File: src/include/ncosc_pkg.sv
// Purpose: shared constants and types of the numeric oscillator block
// Assumes: 32-bit classic Wishbone, byte-wide registers in bits 7:0
// Notes: one register per aligned word, unused bits read as zero
package ncosc_pkg;

    localparam int ACC_W = 20;
    localparam int NUM_SRC = 10;
    localparam int PCNT_W = 8;

    // register byte addresses
    localparam logic [7:0] OFF_CONTROL = 8'h00;
    localparam logic [7:0] OFF_CLOCK_SELECT = 8'h04;
    localparam logic [7:0] OFF_ACC_LOW = 8'h08;
    localparam logic [7:0] OFF_ACC_HIGH = 8'h0c;
    localparam logic [7:0] OFF_ACC_UPPER = 8'h10;
    localparam logic [7:0] OFF_STEP_LOW = 8'h14;
    localparam logic [7:0] OFF_STEP_HIGH = 8'h18;
    localparam logic [7:0] OFF_STEP_UPPER = 8'h1c;
    localparam logic [7:0] OFF_IRQ = 8'h20;

    // osc_control bits
    localparam int CTL_ENABLE = 7;
    localparam int CTL_OUT_STATE = 5;
    localparam int CTL_INVERT = 4;
    localparam int CTL_PULSE_MODE = 0;
    // osc_clock_select fields
    localparam int CLK_PWS_LO = 5;
    localparam int CLK_CKS_LO = 0;
    // irq register bits
    localparam int IRQ_FLAG = 0;
    localparam int IRQ_ENABLE = 1;
    localparam int IRQ_PERIPH = 2;
    localparam int IRQ_GLOBAL = 3;

    // source clock codes
    localparam logic [3:0] CKS_SYSCLK = 4'h0;
    localparam logic [3:0] CKS_FAST_OSC = 4'h1;
    localparam logic [3:0] CKS_LAST = 4'ha;

    localparam logic [1:0] STEP_LOAD_EDGES = 2'h2;
    localparam logic [PCNT_W-1:0] PULSE_UNIT = 8'h01;

    typedef struct packed {
        logic cyc;
        logic stb;
        logic we;
        logic [7:0] adr;
        logic [3:0] sel;
        logic [31:0] dat;
    } ncosc_wb_req_t;

    typedef struct packed {
        logic ack;
        logic [31:0] dat;
    } ncosc_wb_rsp_t;

    typedef struct packed {
        logic en;
        logic pol;
        logic pfm;
        logic [2:0] pws;
        logic [3:0] cks;
        logic [ACC_W-1:0] acc;
        logic [ACC_W-1:0] step;
        logic [ACC_W-1:0] shadow;
        logic [1:0] pend;
        logic raw;
        logic [PCNT_W-1:0] pcnt;
        logic flag;
        logic ie;
        logic peripheral_irq_enable;
        logic global_irq_enable;
        logic out;
        logic irq;
        logic keep;
        logic ack;
        logic [31:0] rdat;
    } ncosc_state_t;

    typedef struct packed {
        logic [NUM_SRC-1:0] sync1;
        logic [NUM_SRC-1:0] sync2;
        logic [NUM_SRC-1:0] last;
        logic edge_seen;
    } ncosc_edge_state_t;

    localparam ncosc_state_t RST_STATE = '0;
    localparam ncosc_edge_state_t RST_EDGE_STATE = '0;

endpackage

File: src/rtl/ncosc_src_edge.sv
// Purpose: synchronise the source clocks and pick one rising-edge tick
// Assumes: source clocks are much slower than clk
// Notes: code zero ticks on every clk edge
`timescale 1ns/100ps
module ncosc_src_edge #(
    parameter int NSRC = ncosc_pkg::NUM_SRC
) (
    input wire logic clk, // system clock
    input wire logic reset_n, // synchronous reset, active low
    input wire logic [NSRC-1:0] src_clocks, // asynchronous clock pins
    input wire logic [3:0] cks, // selected source code
    output logic tick // one-cycle pulse per source edge
);
    ncosc_pkg::ncosc_edge_state_t s;
    ncosc_pkg::ncosc_edge_state_t next_s;
    logic [NSRC-1:0] rise;

    ////////////////////////////////////////////////////////////////////
    // per-source edge detect, only on the second sync stage
    genvar g;
    generate
        for (g = 0; g < NSRC; g++) begin : gen_rise
            assign rise[g] = s.sync2[g] & ~s.last[g];
        end
    endgenerate

    always_comb begin
        next_s = s;
        next_s.sync1 = src_clocks;
        next_s.sync2 = s.sync1;
        next_s.last = s.sync2;
        if (cks == ncosc_pkg::CKS_SYSCLK) begin
            next_s.edge_seen = 1'b1;
        end else if (cks <= ncosc_pkg::CKS_LAST) begin
            next_s.edge_seen = rise[4'(cks - 4'h1)];
        end else begin
            // reserved codes deliver no edges at all
            next_s.edge_seen = 1'b0;
        end
    end

    always_ff @(posedge clk) begin
        if (!reset_n) begin
            s <= ncosc_pkg::RST_EDGE_STATE;
        end else begin
            s <= next_s;
        end
    end

    assign tick = s.edge_seen;
endmodule

File: src/rtl/ncosc_top.sv
// Purpose: numerically controlled oscillator with Wishbone registers
// Assumes: classic Wishbone slave, 32-bit data, byte registers in bits 7:0
// Notes: the oscillator advances on ticks of the selected source clock
//
// Our own choices: register access over Wishbone and the register offsets.
`timescale 1ns/100ps
module ncosc_top #(
    parameter int NSRC = ncosc_pkg::NUM_SRC
) (
    input wire logic clk, // system clock, 125 MHz
    input wire logic reset_n, // synchronous reset, active low
    input wire ncosc_pkg::ncosc_wb_req_t wb_req, // wishbone request
    output ncosc_pkg::ncosc_wb_rsp_t wb_rsp, // wishbone answer
    input wire logic [NSRC-1:0] src_clocks, // source clocks, codes 1..10
    output logic osc_output, // oscillator output to peripherals
    output logic irq_out, // gated overflow or polarity-change interrupt
    output logic fast_osc_keep // hold fast oscillator on in sleep
);
    ncosc_pkg::ncosc_state_t s;
    ncosc_pkg::ncosc_state_t next_s;
    logic tick;
    logic adv;
    logic carry;
    logic req;
    logic wr;
    logic [ncosc_pkg::ACC_W:0] sum;
    logic [7:0] wd;
    logic acc_wr;
    logic step_low_wr;
    logic step_wr;
    logic pol_change;
    logic flag_clear;
    logic [7:0] rd;

    ncosc_src_edge #(
        .NSRC(NSRC)
    ) u_src_edge (
        .clk(clk),
        .reset_n(reset_n),
        .src_clocks(src_clocks),
        .cks(s.cks),
        .tick(tick)
    );

    ////////////////////////////////////////////////////////////////////
    // bus decode; a write lands on the edge where ack is seen high
    assign req = wb_req.cyc & wb_req.stb;
    assign wr = req & wb_req.we & s.ack & wb_req.sel[0];
    assign wd = wb_req.dat[7:0];
    assign acc_wr = wr & ((wb_req.adr[7:2] == ncosc_pkg::OFF_ACC_LOW[7:2])
        | (wb_req.adr[7:2] == ncosc_pkg::OFF_ACC_HIGH[7:2])
        | (wb_req.adr[7:2] == ncosc_pkg::OFF_ACC_UPPER[7:2]));
    assign step_low_wr = wr
        & (wb_req.adr[7:2] == ncosc_pkg::OFF_STEP_LOW[7:2]);
    assign step_wr = step_low_wr | (wr
        & ((wb_req.adr[7:2] == ncosc_pkg::OFF_STEP_HIGH[7:2])
        | (wb_req.adr[7:2] == ncosc_pkg::OFF_STEP_UPPER[7:2])));
    assign pol_change = wr
        & (wb_req.adr[7:2] == ncosc_pkg::OFF_CONTROL[7:2])
        & (wd[ncosc_pkg::CTL_INVERT] != s.pol);
    assign flag_clear = wr & (wb_req.adr[7:2] == ncosc_pkg::OFF_IRQ[7:2])
        & ~wd[ncosc_pkg::IRQ_FLAG];

    ////////////////////////////////////////////////////////////////////
    // datapath
    assign adv = tick & s.en & (s.cks <= ncosc_pkg::CKS_LAST);
    assign sum = {1'b0, s.acc} + {1'b0, s.shadow};
    assign carry = adv & sum[ncosc_pkg::ACC_W];

    // read mux
    always_comb begin
        rd = 8'h00;
        unique case (wb_req.adr[7:2])
            ncosc_pkg::OFF_CONTROL[7:2]: begin
                rd[ncosc_pkg::CTL_ENABLE] = s.en;
                rd[ncosc_pkg::CTL_OUT_STATE] = s.out;
                rd[ncosc_pkg::CTL_INVERT] = s.pol;
                rd[ncosc_pkg::CTL_PULSE_MODE] = s.pfm;
            end
            ncosc_pkg::OFF_CLOCK_SELECT[7:2]: begin
                rd = {s.pws, 1'b0, s.cks};
            end
            ncosc_pkg::OFF_ACC_LOW[7:2]: begin
                rd = s.acc[7:0];
            end
            ncosc_pkg::OFF_ACC_HIGH[7:2]: begin
                rd = s.acc[15:8];
            end
            ncosc_pkg::OFF_ACC_UPPER[7:2]: begin
                rd = {4'h0, s.acc[19:16]};
            end
            ncosc_pkg::OFF_STEP_LOW[7:2]: begin
                rd = s.step[7:0];
            end
            ncosc_pkg::OFF_STEP_HIGH[7:2]: begin
                rd = s.step[15:8];
            end
            ncosc_pkg::OFF_STEP_UPPER[7:2]: begin
                rd = {4'h0, s.step[19:16]};
            end
            ncosc_pkg::OFF_IRQ[7:2]: begin
                rd = {4'h0, s.global_irq_enable, s.peripheral_irq_enable, s.ie, s.flag};
            end
            default: begin
                rd = 8'h00;
            end
        endcase
    end

    ////////////////////////////////////////////////////////////////////
    // next state
    always_comb begin
        next_s = s;
        next_s.ack = req & ~s.ack;
        next_s.rdat = (req & ~s.ack) ? {24'h00_0000, rd} : 32'h0000_0000;

        // accumulator advances only on an admitted source tick
        if (adv) begin
            next_s.acc = sum[ncosc_pkg::ACC_W-1:0];
        end

        // shadow step: immediate when stopped, delayed when running
        if (!s.en) begin
            next_s.shadow = s.step;
            next_s.pend = 2'h0;
        end else if (adv && s.pend != 2'h0) begin
            next_s.pend = s.pend - 2'h1;
            if (s.pend == 2'h1) begin
                next_s.shadow = s.step;
            end
        end

        // output shaping
        if (!s.en) begin
            next_s.raw = 1'b0;
            next_s.pcnt = '0;
        end else if (adv) begin
            if (s.pfm) begin
                if (carry) begin
                    // retrigger keeps a long pulse from ever dropping
                    next_s.raw = 1'b1;
                    next_s.pcnt = ncosc_pkg::PULSE_UNIT << s.pws;
                end else if (s.raw) begin
                    if (s.pcnt <= ncosc_pkg::PULSE_UNIT) begin
                        next_s.raw = 1'b0;
                        next_s.pcnt = '0;
                    end else begin
                        next_s.pcnt = s.pcnt - ncosc_pkg::PULSE_UNIT;
                    end
                end
            end else if (carry) begin
                next_s.raw = ~s.raw;
            end
        end

        // register writes
        if (wr) begin
            unique case (wb_req.adr[7:2])
                ncosc_pkg::OFF_CONTROL[7:2]: begin
                    next_s.en = wd[ncosc_pkg::CTL_ENABLE];
                    next_s.pol = wd[ncosc_pkg::CTL_INVERT];
                    next_s.pfm = wd[ncosc_pkg::CTL_PULSE_MODE];
                end
                ncosc_pkg::OFF_CLOCK_SELECT[7:2]: begin
                    next_s.pws = wd[ncosc_pkg::CLK_PWS_LO +: 3];
                    next_s.cks = wd[ncosc_pkg::CLK_CKS_LO +: 4];
                end
                // undefined while running; the bus write simply wins
                ncosc_pkg::OFF_ACC_LOW[7:2]: begin
                    next_s.acc[7:0] = wd;
                end
                ncosc_pkg::OFF_ACC_HIGH[7:2]: begin
                    next_s.acc[15:8] = wd;
                end
                ncosc_pkg::OFF_ACC_UPPER[7:2]: begin
                    next_s.acc[19:16] = wd[3:0];
                end
                ncosc_pkg::OFF_STEP_LOW[7:2]: begin
                    next_s.step[7:0] = wd;
                    if (s.en) begin
                        // commits all three bytes
                        next_s.pend = ncosc_pkg::STEP_LOAD_EDGES;
                    end
                end
                ncosc_pkg::OFF_STEP_HIGH[7:2]: begin
                    next_s.step[15:8] = wd;
                end
                ncosc_pkg::OFF_STEP_UPPER[7:2]: begin
                    next_s.step[19:16] = wd[3:0];
                end
                ncosc_pkg::OFF_IRQ[7:2]: begin
                    next_s.ie = wd[ncosc_pkg::IRQ_ENABLE];
                    next_s.peripheral_irq_enable = wd[ncosc_pkg::IRQ_PERIPH];
                    next_s.global_irq_enable = wd[ncosc_pkg::IRQ_GLOBAL];
                end
                default: begin
                end
            endcase
        end

        // sticky flag: a set in the clearing cycle wins
        if (carry || (pol_change && s.ie)) begin
            next_s.flag = 1'b1;
        end else if (flag_clear) begin
            next_s.flag = 1'b0;
        end

        next_s.out = next_s.raw ^ next_s.pol;
        next_s.irq = next_s.flag & next_s.ie & next_s.peripheral_irq_enable & next_s.global_irq_enable
            & next_s.en;
        next_s.keep = next_s.en
            & (next_s.cks == ncosc_pkg::CKS_FAST_OSC);
    end

    always_ff @(posedge clk) begin
        if (!reset_n) begin
            s <= ncosc_pkg::RST_STATE;
        end else begin
            s <= next_s;
        end
    end

    assign wb_rsp = '{ack: s.ack, dat: s.rdat};
    assign osc_output = s.out;
    assign irq_out = s.irq;
    assign fast_osc_keep = s.keep;
endmodule

File: config.mk
export PLATFORM = sky130hd
export DESIGN_NAME = ncosc_top
export DESIGN_NICKNAME = d
export VERILOG_FILES = /design/src/include/ncosc_pkg.sv /design/src/rtl/ncosc_src_edge.sv /design/src/rtl/ncosc_top.sv
export SDC_FILE = /design/constraint.sdc
export NUM_CORES = 1
export LEC_CHECK = 0
export BUFFER_PORTS_ARGS = -buffer_cell sky130_fd_sc_hd__buf_2
export CORE_AREA = 2 2 166 87
export DETAILED_ROUTE_END_ITERATION = 10
export DIE_AREA = 0 0 168 89
export PLACE_DENSITY_LB_ADDON = 0.25
export SYNTH_ARGS = -nofsm -noshare
export SYNTH_HDL_FRONTEND = slang
export SYNTH_SLANG_ARGS = --single-unit
File: constraint.sdc
create_clock -name clk -period 3.4 [get_ports clk]
set_input_delay 1.02 -clock clk [delete_from_list [all_inputs] [get_ports clk]]
set_output_delay 1.02 -clock clk [all_outputs]
set_load 0.005 [all_outputs]
==> results.yml <==
outcome:
  status: "complete, no violations"
layout:
  final_util_pct: 58.80
  fillers: 1193
  finalInstanceArea_um2: 7835
  area_growth_pct: 13.71
  antenna_cells: 0
  drive_gt1_share_pct: 14.27
  final_common_cell: "dfxtp_1"
  nNetsFinal: 972
  layout_common_cells: "dfxtp_1 (126), nand2_1 (124), a21oi_1 (83)"
yosys:
  synth_area_per_cell_um2: 8.059
  synthCells: 855
  netlist_area_um2: 6890
  synth_xor_xnor_area_share_pct: 2.161
  yosysWarnings: 0
  ys_ff_latch: 128
  yosys-mux-area-fraction_pct: 4.503
  synthSimpleGateAreaFrac_pct: 22.55
  synthFlopType: "dfxtp_1"
  synth.largest_area_cell: "dfxtp_1"
  synthAdderAreaFrac_pct: 5.193
  synth_top_area_share_pct: 37.19
  synthTopCellsByArea: "dfxtp_1 (37%), nand2_1 (6.8%), a21oi_1 (6.0%)"
  synth_enable_flop_cells: 0
  synth-compound-area-share_pct: 20.97
  ys_async_sr_fraction_pct: 0
  ys_types: 68
  synth_top_family_by_area: "simple AND/OR/NAND/NOR gates"
  ys_seq_area_share_pct: 37.19
global_route:
  met3_usage_pct: 5.046
  grt_max_degree: 57
  met1_usage_pct: 34.82
  grt_pass1_vias: 5753
  grt_pass1_wl_um: 29810
  gr-total-overflow: 0
  grt.busiest_layer: "met2"
  track_usage_pct: 25.57
  gr-usage-met2_pct: 42.22
  grt_antenna_before_repair: 1
clock_tree:
  cts_sinks: 128
  clock_latency_ns: 0.42
  cts_made_buffers: 17
  ctsHoldBuffers: 0
  root_buffer: "clkbuf_16"
  cts_tree: "built"
  htreeDepth: 4
  clockBufferDepth: 2
  path_clk_slew_ns: 0.06
floorplanning:
  die-area_um2: 14950
  die_width_um: 168
  ios: 95
  die_h_um: 89
  start_util_pct: 51.71
  rows: 30
  core_area_um2: 13330
sta:
  hold_slack_ns: 0.4313
  finalSetupViolCount: 0
  fmax_mhz: 308.8
  worst_clock_skew_ns: 0.01281
  max-slew-margin-rel_pct: 48.51
  worst_pin_slew_ns: 0.7658
  slew_viol_final: 0
  finalCriticalPeriod_ns: 3.238
  finalHoldViolCount: 0
  setup_ws_ns: 0.1619
  period_share_pct: 95.24
detailed_routing:
  wire_per_inst_um: 17.59
  ant_nets: 0
  drc: 0
  wl_um: 18880
  drt_iter0_markers: 740
  drt_first_pass_iters: 5
  vias: 6380
  vias_per_cell: 5.946
worst_setup_path:
  end_kind: "flop"
  path_max_fanout: 4
  criticalPathCategory: "reg2reg"
  required_ns: 3.73
  crit_arrival_ns: 3.57
  startpoint_type: "flop"
job:
  maxCapViolations: 0
pwr:
  powerDensity_nw_per_um2: 433.2
  p_leak_nw: 3.077
  ir_drop_uv: 267.5
placement:
  placed_cell_area_um2: 7164
  place_congestion: 0.9308
  hpwl_um: 13470
  portBuffers: 41
  pre_cts_slack_ns: 0.1258
hold_path:
  hp-class: "reg2reg"
worst max-delay path, stage by stage (launching register included):
cell	delay [ns]
dfxtp_2	0.36
ha_4	0.15
fa_2	0.24
a211oi_2	0.11
o21ai_4	0.21
nand3b_4	0.12
a2111o_1	0.51
a31oi_2	0.26
nand2_1	0.09
ha_1	0.30
or4_1	0.51
a21oi_1	0.14
a31oi_1	0.05
o211ai_1	0.10
cells by family after synthesis:
kind of cell	Yosys count
buffers and inverters	101
AOI/OAI and AO/OA	225
and+or+nand+nor	328
other	1
xor gates and xnor gates	17
DFF	128
muxes	27
adders and majority gates	28
final cells by class:
type | instances | area, µm² | area share [%]
tap | 176 | 220.2 | 2.811
sequential | 128 | 2565 | 32.74
inverter | 18 | 67.56 | 0.8623
clock inverter | 13 | 130.1 | 1.661
clock buffer | 18 | 439.2 | 5.605
timing repair buffer | 71 | 430.4 | 5.493
multi-input combinational | 649 | 3983 | 50.83
sequential cells by signal (all words and copies together) (netlist names):
signal and cells:
u_src_edge.s 10, s 85, wb_rsp 9, u_src_edge.next_s 20, u_src_edge.tick 1, irq_out 1
osc_output 1, fast_osc_keep 1
where the power goes:
| part | internal [W] | leakage, nW | total [W] | switching, W |
|---|---|---|---|---|
| logic | 0.0000356 | 1.77 | 0.000115 | 0.0000792 |
| registers | 0.00152 | 1.04 | 0.00152 | 0.00000448 |
| clock network | 0.00104 | 0.272 | 0.00176 | 0.000724 |
final timing paths:
kind	cells after the start	from	to	slack, ns
max	13	s[91]	osc_output	0.16
min	1	u_src_edge.next_s[17]	u_src_edge.next_s[7]	0.43
max reg2reg	13	s[91]	osc_output	0.16
min reg2reg	1	u_src_edge.next_s[17]	u_src_edge.next_s[7]	0.43
layer usage:
layer	share of wire, %	wire length, µm
met2	44	8376
met4	1.5	289
met5	0	0
met1	46	8681
met3	8.1	1531
stage by stage:
step           TNS [ns]  instances  power, W
4_1_cts               0       1070  0.003415
2_1_floorplan         0        878  0.001638
3_3_place_gp          0       1039  0.001664
3_5_place_dp          0       1039  0.001666
5_1_grt        -0.01746       1073  0.003488
6_report              0       1073  0.003394
synth_stat cells (all sizes together) (2+ instances only):
master   count
dfxtp      128
nand2      124
a21oi       83
nor2        69
clkbuf      48
o21ai       43
and2        36
buf         35
nand3       35
ha          27
mux2i       22
inv         18
nor3        14
a31oi       13
a311oi      12
a211oi      10
a21o        10
xnor2       10
nor4         8
a22oi        7
and3         7
xor2         7
a32oi        6
o21a         6
nand4        5
nor2b        5
o211ai       5
or4          5
nand2b       4
or3          4
a21boi       3
a221oi       3
a41oi        3
mux4         3
nand3b       3
nor3b        3
mux2         2
nand4b       2
nor4b        2
o2111ai      2
o221ai       2
o22ai        2
o32ai        2
what timing repair did:
| action | in CTS | in global routing |
|---|---|---|
| setup buffers | 0 | 3 |
| endpoints found under the setup margin | 0 | 9 |
| resized for setup | 0 | 15 |
| hold endpoints to repair | 0 | 0 |
Note: power is estimated with default switching activity, not from simulation.
